--- config.mk ---
export PLATFORM = sky130hd
export DESIGN_NAME = dac_host_end_flat
export DESIGN_NICKNAME = d
export VERILOG_FILES = /design/src/dac_link_pkg.sv /design/src/dac_link_if.sv /design/src/dac_host_end.sv /design/src/flat_wrapper.sv
export SDC_FILE = /design/constraint.sdc
export NUM_CORES = 1
export LEC_CHECK = 0
export BUFFER_PORTS_ARGS = -buffer_cell sky130_fd_sc_hd__buf_2
export CAP_MARGIN = 20
export CORE_ASPECT_RATIO = 0.9
export CORE_MARGIN = 2
export CORE_UTILIZATION = 62
export DETAILED_ROUTE_END_ITERATION = 8
export GPL_TIMING_DRIVEN = 0
export PLACE_DENSITY = 0.83
export SLEW_MARGIN = 20
export SYNTH_ARGS = -nofsm -noshare
export SYNTH_HDL_FRONTEND = slang
export SYNTH_SLANG_ARGS = --single-unit
--- constraint.sdc ---
create_clock -name i_mclk -period 6.3 [get_ports i_mclk]
set_clock_uncertainty 0.15 [all_clocks]
set_input_delay 0.315 -clock i_mclk [delete_from_list [all_inputs] [get_ports i_mclk]]
set_output_delay 0.315 -clock i_mclk [all_outputs]
set_load 0.03 [all_outputs]
--- src/dac_link_pkg.sv ---
/*
 * Shared constants for the serial converter link: word layout, frame
 * length, counter decode values and host timing.
 * Assumes a 50 MHz host clock; the converter end runs on the link clock.
 */
`default_nettype none

package dac_link_pkg;

    // ==================================================================
    // Word and frame layout
    // ==================================================================
    localparam int WORD_BITS = 12;
    localparam int COUNT_W = 4;
    localparam int NUM_CONV = 4;
    localparam int ADDR_W = 2;
    localparam logic [COUNT_W-1:0] COUNT_ZERO = 4'h0;
    localparam logic [COUNT_W-1:0] COUNT_ONE = 4'h1;
    // Counter value once twelve bits have been shifted (1011).
    localparam logic [COUNT_W-1:0] LAST_BIT_COUNT = 4'hB;
    // Counter value while the load strobe is low (1100); the strobe is driven from the decode of 1011.
    localparam logic [COUNT_W-1:0] LOAD_COUNT = 4'hC;
    // Clock pulses in one frame: twelve data bits plus the load pulse.
    localparam logic [COUNT_W-1:0] FRAME_PULSES = 4'hD;
    localparam logic [WORD_BITS-1:0] WORD_ZERO = 12'h000;

    // ==================================================================
    // Host timing
    // ==================================================================
    localparam int MCLK_PERIOD_NS = 20;
    localparam int CLEAR_TIME_MS = 10;
    localparam int CLEAR_CYCLES = CLEAR_TIME_MS * 1000000 / MCLK_PERIOD_NS;
    localparam int TIMER_W = 20;
    // Host clock cycles per link clock phase; the clock is low for one phase and high for two.
    localparam logic [TIMER_W-1:0] LINK_HALF_CYCLES = 20'h00002;
    // Cycles the select lines rest before a decoded frame and after every frame.
    localparam logic [TIMER_W-1:0] SELECT_SETTLE_CYCLES = 20'h00002;
    localparam logic [TIMER_W-1:0] TIMER_ZERO = 20'h00000;
    localparam logic [TIMER_W-1:0] TIMER_ONE = 20'h00001;
    localparam logic [NUM_CONV-1:0] SELECT_NONE_N = 4'hF;
    localparam logic [NUM_CONV-1:0] SELECT_ALL_N = 4'h0;
    localparam logic [NUM_CONV-1:0] SELECT_ONE = 4'h1;

    // Host sequencer states.
    typedef enum logic [2:0] {
        S_CLEAR,
        S_IDLE,
        S_SELECT,
        S_SETUP,
        S_LOW,
        S_HIGH,
        S_RELEASE
    } host_state_e;

endpackage : dac_link_pkg

`default_nettype wire

--- src/dac_link_if.sv ---
/*
 * Wires between the remote host and the converter end: shift clock,
 * serial data, decoded selects and the shared power-up clear.
 * Assumes the host drives every signal; no load strobe crosses the link.
 */
`timescale 1ns/100ps
`default_nettype none

interface dac_link_if;
    import dac_link_pkg::*;

    // ==================================================================
    // Link signals
    // ==================================================================
    logic link_clk;
    logic serial_data_in;
    logic [NUM_CONV-1:0] select_n;
    logic clear_n;

    // Host end drives the link.
    modport host (
        output link_clk,
        output serial_data_in,
        output select_n,
        output clear_n
    );

    // Converter end only listens.
    modport dac (
        input link_clk,
        input serial_data_in,
        input select_n,
        input clear_n
    );

endinterface : dac_link_if

`default_nettype wire

--- src/dac_host_end.sv ---
/*
 * Remote host end: power-up clear, link clock divider, select decoder
 * and the thirteen-pulse frame sequencer.
 * Assumes a 50 MHz i_mclk and a user that holds a request until taken.
 */
`timescale 1ns/100ps
`default_nettype none

module dac_host_end
    import dac_link_pkg::*;
#(
    parameter int P_CLEAR_CYCLES = CLEAR_CYCLES
) (
    // Clock and reset.
    input wire logic i_mclk,
    input wire logic i_reset_n,
    // Write request from the user.
    input wire logic i_req_valid,
    input wire logic [WORD_BITS-1:0] i_req_word,
    input wire logic [ADDR_W-1:0] i_req_addr,
    input wire logic i_req_decode,
    output logic o_req_ready,
    output logic o_done,
    // Link to the converter end.
    dac_link_if.host link
);

    // ==================================================================
    // Sequencer state
    // ==================================================================
    host_state_e state;
    host_state_e next_state;
    logic [TIMER_W-1:0] timer;
    logic [TIMER_W-1:0] next_timer;
    logic [COUNT_W-1:0] pulse;
    logic [COUNT_W-1:0] next_pulse;
    logic [WORD_BITS-1:0] word;
    logic [WORD_BITS-1:0] next_word;
    logic [ADDR_W-1:0] addr;
    logic [ADDR_W-1:0] next_addr;
    logic decode;
    logic next_decode;
    logic link_clk;
    logic next_link_clk;
    logic data;
    logic next_data;
    logic [NUM_CONV-1:0] select_n;
    logic [NUM_CONV-1:0] next_select_n;
    logic clear_n;
    logic next_clear_n;
    logic ready;
    logic next_ready;
    logic done;
    logic next_done;
    logic half_over;

    // One phase of the link clock, a third of its period, has elapsed.
    assign half_over = (timer == LINK_HALF_CYCLES - TIMER_ONE);

    // Next-state logic for the whole host sequencer.
    always_comb begin
        next_state = state;
        next_timer = timer + TIMER_ONE;
        next_pulse = pulse;
        next_word = word;
        next_addr = addr;
        next_decode = decode;
        next_link_clk = link_clk;
        next_data = data;
        next_select_n = select_n;
        next_clear_n = clear_n;
        next_ready = ready;
        next_done = 1'b0;
        case (state)
            S_CLEAR: begin
                // Hold the shared clear until the supply has settled.
                next_clear_n = 1'b0;
                next_link_clk = 1'b1;
                if (timer == TIMER_W'(P_CLEAR_CYCLES) - TIMER_ONE) begin
                    next_clear_n = 1'b1;
                    next_ready = 1'b1;
                    next_timer = TIMER_ZERO;
                    next_state = S_IDLE;
                end
            end
            S_IDLE: begin
                // Clock rests high between frames.
                next_link_clk = 1'b1;
                next_timer = TIMER_ZERO;
                if (i_req_valid) begin
                    next_word = i_req_word;
                    // Address n picks converter n, 0 to 3, when decoding.
                    next_addr = i_req_addr;
                    next_decode = i_req_decode;
                    next_ready = 1'b0;
                    next_pulse = COUNT_ZERO;
                    if (i_req_decode) begin
                        next_select_n = SELECT_NONE_N;
                        next_state = S_SELECT;
                    end else begin
                        next_select_n = SELECT_ALL_N;
                        next_state = S_SETUP;
                    end
                end
            end
            S_SELECT: begin
                // Address is steady with the decoder off; then enable.
                if (timer == SELECT_SETTLE_CYCLES - TIMER_ONE) begin
                    next_select_n = ~(SELECT_ONE << addr);
                    next_timer = TIMER_ZERO;
                    next_state = S_SETUP;
                end
            end
            S_SETUP: begin
                // Present the next bit, MSB first, while the clock is high.
                if (timer == TIMER_ZERO) begin
                    next_data = word[WORD_BITS-1];
                    next_word = {word[WORD_BITS-2:0], 1'b0};
                end
                if (half_over) begin
                    next_timer = TIMER_ZERO;
                    next_state = S_LOW;
                end
            end
            S_LOW: begin
                // Falling edge: the converters sample the data bit.
                next_link_clk = 1'b0;
                if (half_over) begin
                    next_timer = TIMER_ZERO;
                    next_state = S_HIGH;
                end
            end
            S_HIGH: begin
                // Rising edge: the local counter advances.
                next_link_clk = 1'b1;
                if (half_over) begin
                    next_timer = TIMER_ZERO;
                    if (pulse == FRAME_PULSES - COUNT_ONE) begin
                        next_state = S_RELEASE;
                    end else begin
                        next_pulse = pulse + COUNT_ONE;
                        next_state = S_SETUP;
                    end
                end
            end
            S_RELEASE: begin
                // Clock already high before any select is raised.
                next_link_clk = 1'b1;
                if (timer == SELECT_SETTLE_CYCLES - TIMER_ONE) begin
                    if (decode) begin
                        next_select_n = SELECT_NONE_N;
                    end
                    next_data = 1'b0;
                    next_done = 1'b1;
                    next_ready = 1'b1;
                    next_timer = TIMER_ZERO;
                    next_state = S_IDLE;
                end
            end
            default: begin
                next_state = S_CLEAR;
                next_timer = TIMER_ZERO;
            end
        endcase
    end

    // Register the sequencer; reset restarts the power-up clear.
    always_ff @(posedge i_mclk) begin
        if (!i_reset_n) begin
            state <= S_CLEAR;
            timer <= TIMER_ZERO;
            pulse <= COUNT_ZERO;
            word <= WORD_ZERO;
            addr <= '0;
            decode <= 1'b0;
            link_clk <= 1'b1;
            data <= 1'b0;
            select_n <= SELECT_NONE_N;
            clear_n <= 1'b0;
            ready <= 1'b0;
            done <= 1'b0;
        end else begin
            state <= next_state;
            timer <= next_timer;
            pulse <= next_pulse;
            word <= next_word;
            addr <= next_addr;
            decode <= next_decode;
            link_clk <= next_link_clk;
            data <= next_data;
            select_n <= next_select_n;
            clear_n <= next_clear_n;
            ready <= next_ready;
            done <= next_done;
        end
    end

    // ==================================================================
    // Outputs, each straight from a flip-flop
    // ==================================================================
    // Only clock and data carry the frame; the strobe is made locally.
    assign link.link_clk = link_clk;
    assign link.serial_data_in = data;
    assign link.select_n = select_n;
    assign link.clear_n = clear_n;
    assign o_req_ready = ready;
    assign o_done = done;

endmodule : dac_host_end

`default_nettype wire

--- src/flat_wrapper.sv ---
// flat-port wrapper written by rule: the top's interface ports become plain ports
module dac_host_end_flat import dac_link_pkg::*;
#(
    parameter int P_CLEAR_CYCLES = CLEAR_CYCLES
)
  (i_mclk, i_reset_n, i_req_valid, i_req_word, i_req_addr, i_req_decode, o_req_ready, o_done, link_link_clk, link_serial_data_in, link_select_n, link_clear_n);
  dac_link_if link_i ();
  input wire logic i_mclk;
  input wire logic i_reset_n;
  input wire logic i_req_valid;
  input wire logic [WORD_BITS-1:0] i_req_word;
  input wire logic [ADDR_W-1:0] i_req_addr;
  input wire logic i_req_decode;
  output logic o_req_ready;
  output logic o_done;
  output wire logic [$bits(link_i.link_clk)-1:0] link_link_clk;
  output wire logic [$bits(link_i.serial_data_in)-1:0] link_serial_data_in;
  output wire logic [$bits(link_i.select_n)-1:0] link_select_n;
  output wire logic [$bits(link_i.clear_n)-1:0] link_clear_n;
  assign link_link_clk = link_i.link_clk;
  assign link_serial_data_in = link_i.serial_data_in;
  assign link_select_n = link_i.select_n;
  assign link_clear_n = link_i.clear_n;
  dac_host_end #(.P_CLEAR_CYCLES(P_CLEAR_CYCLES)) u_core (.i_mclk(i_mclk), .i_reset_n(i_reset_n), .i_req_valid(i_req_valid), .i_req_word(i_req_word), .i_req_addr(i_req_addr), .i_req_decode(i_req_decode), .o_req_ready(o_req_ready), .o_done(o_done), .link(link_i));
endmodule
==> run metrics <==
status finished, final reports clean; DR iter-0 viols 154; Tot Pwr 0.559 mW; vias in the first global route 1,959; Die X 70.6 µm; Hold Buf Count CTS 0; dpl ws 3.82 ns; Core Rows 21; Syn. warnings 0; HP Class input pin to register; initial antenna violation count 0; CTS H-tree depth 2; Net Count, Synth 318; Pre-antenna DRT Iters 4; Tmin final 2.48 ns; static leakage 1.12 nW; I/O pins 27; WL per Instance 13.3 µm; synth-to-layout area growth 11.4%; die area 0.00452 mm²; Setup TNS 0 ns; Crit. End Element register; Critical Path AT 2.50 ns; post-layout instance area 0.00276 mm²; register area share after synthesis 0.412; Worst-path clk slew 0.08 ns; final hold vios 0; Ant. Diodes 0; fmax 403 MHz; library cells used by synthesis 41; routed vias 2,125; cell count after synthesis 295; clk_lat worst skew 0.31 ns; Worst EP required 6.32 ns; CP Max Fanout 10; layout cells sized above 1 0.125; Avg Inst Size Synth 8.40 µm²; Top FF cell, synth dfxtp_1; total CTS buffers 5; MaxCap Viol Count 0; final setup fails 0; setup ws final 3.82 ns; Die H 64.0 µm; critical path's slowest cell or3b_2; clk buf depth 2; CTS tree yes; Peak VDD IR 0.000130 V; largest net degree at the start of global routing 15; Total GRT Usage 0.245; hpwl dp 3.62 mm; Remaining Overflow, GRT 0; FF+latch count, synth 51; Core ar. 0.00378 mm²; Worst Tran Pin Value 0.810 ns; first-pass GRT wire length 8.80 mm; Cell Chain, Critical Path inv_1, ha_1, or3b_2, nor4_1, a21o_1, clkbuf_1, a211oi_1; Clock Sinks 51; Post CTS Setup Buffer Count 0; # DRC 0; Placed Area 0.00266 mm²; Final #Nets 350; via density per instance 5.68; Async S/R FF share, synth 0; I/O Buffers 25; Final GP Congestion 0.866; WS Path Type register to register; root buffer cell clkbuf_8; Final period util 0.394; Mapped Area 0.00248 mm²; RSZ-0062 raised after global routing false; Starting Density 0.655; Min Hold Slack 0.0859 ns; pwr/cell area 203 mW/mm²; Post-synth EDFFs 0; Slew HR 0.456; post-route ant nets 0; Post-CTS Resized 0; final-report max-slew violation count 0; max incr delay on CP 0.44 ns; Worst setup SP type register; final WL 4.97 mm
## synthesized netlist by cell type, types with 5 or more instances
cell | n | share of area
a211oi_1 | 14 | 0.042
nor2_1 | 43 | 0.065
a21oi_1 | 13 | 0.026
clkbuf_1 | 8 | 0.012
nand2_1 | 27 | 0.041
xor2_1 | 14 | 0.049
mux2i_1 | 13 | 0.053
nor3_1 | 7 | 0.014
nand4_1 | 6 | 0.015
xnor2_1 | 5 | 0.018
inv_1 | 12 | 0.018
dfxtp_1 | 51 | 0.41
ha_1 | 5 | 0.025
o21ai_0 | 5 | 0.010
and3_1 | 8 | 0.020
nand3_1 | 20 | 0.040
## metrics by stage
stage / std cells / utilization
CTS: 374 / 0.729
detailed placement: 366 / 0.703
global placement: 366 / 0.703
finish: 374 / 0.729
global route: 374 / 0.729
floorplan: 295 / -
## flip-flops by register name, indices dropped and copies added, names as in the netlist
signal and count:
u_core.link.serial_data_in 1, u_core.word 12, u_core.link.link_clk 1, u_core.timer 20, u_core.state 3, u_core.o_done 1
u_core.decode 1, u_core.link.clear_n 1, u_core.link.select_n 4, u_core.pulse 4, u_core.o_req_ready 1, u_core.addr 2
## layout by cell type, fill, tap and decap left out, drive strengths merged
master | Yosys | layout
nor2 | 43 | 43
inv | 12 | 12
o211a | 1 | 1
nand2 | 27 | 27
dfxtp | 51 | 51
xnor2 | 5 | 5
and4 | 3 | 3
a22o | 4 | 4
o22a | 1 | 1
o32a | 1 | 1
a21o | 1 | 1
nor2b | 2 | 2
o211ai | 1 | 1
and3 | 8 | 8
or2 | 1 | 1
mux2i | 13 | 13
xor2 | 14 | 14
nand4 | 6 | 6
a211o | 1 | 1
clkbuf | 8 | 16
ha | 5 | 5
nor3 | 8 | 8
nand2b | 4 | 4
o31ai | 2 | 2
mux2 | 2 | 2
or4 | 3 | 3
o31a | 2 | 2
nor4 | 2 | 2
a211oi | 14 | 14
or3 | 3 | 3
nand3 | 20 | 20
o21ai | 5 | 5
or3b | 1 | 1
buf | 3 | 28
nand3b | 2 | 2
a221oi | 1 | 1
clkinv | 1 | 1
o21a | 1 | 1
a21oi | 13 | 13
## cell families (layout without fill, tap and decap cells)
group | count (synthesis) | count (layout) | share of synthesized area
xor gates and xnor gates | 19 | 19 | 0.0672
DFF | 51 | 51 | 0.412
and+or+nand+nor | 133 | 133 | 0.262
buffers and inverters | 24 | 57 | 0.0379
muxes | 15 | 15 | 0.0616
AOI/OAI and AO/OA | 48 | 48 | 0.134
adders and majority gates | 5 | 5 | 0.0253
## path summary, 6_finish.rpt
path,from,end,slack (ns),cells after the start
setup reg to reg,u_core.timer[0]$_SDFF_PN0_,u_core.word[7]$_SDFFE_PN0P_,3.82,7
hold reg to reg,u_core.o_req_ready$_SDFFE_PN0P_,u_core.o_req_ready$_SDFFE_PN0P_,0.30,2
setup / recovery,u_core.timer[0]$_SDFF_PN0_,u_core.word[7]$_SDFFE_PN0P_,3.82,7
hold / removal,i_req_addr[1],u_core.addr[1]$_SDFFE_PN0P_,0.09,3
## final cells by class
| type | instances | area (µm²) |
|---|---|---|
| multi-input combinational | 220 | 1360 |
| fill | 303 | 1020 |
| sequential | 51 | 1020 |
| timing repair buffer | 25 | 125 |
| clock buffer | 8 | 100 |
| tap | 46 | 57.6 |
| inverter | 13 | 48.8 |
| buffer | 11 | 45.0 |
## layer usage
layer	vias up	routed length, µm	track usage
li1	1105	-	-
met3	7	188	0.0631
met2	30	2260	0.395
met5	-	0	0
met1	983	2450	0.321
met4	0	63	0.0825
## report_power, final
group	internal, mW	switching [mW]
Combinational	0.0125	0.0189
Sequential	0.324	0.00254
Clock	0.100	0.101
Total	0.437	0.122
## critical path, delay by kind of cell (launching register included)
kind | cells | cell delay [ns]
AO/OA/AOI/OAI | 2 | 0.39
flip-flops | 1 | 0.37
adder cells (fa/ha/maj) | 1 | 0.15
AND/OR/NAND/NOR | 2 | 0.82
buffers and inverters | 2 | 0.46
Note: power is estimated with default switching activity, not from simulation.
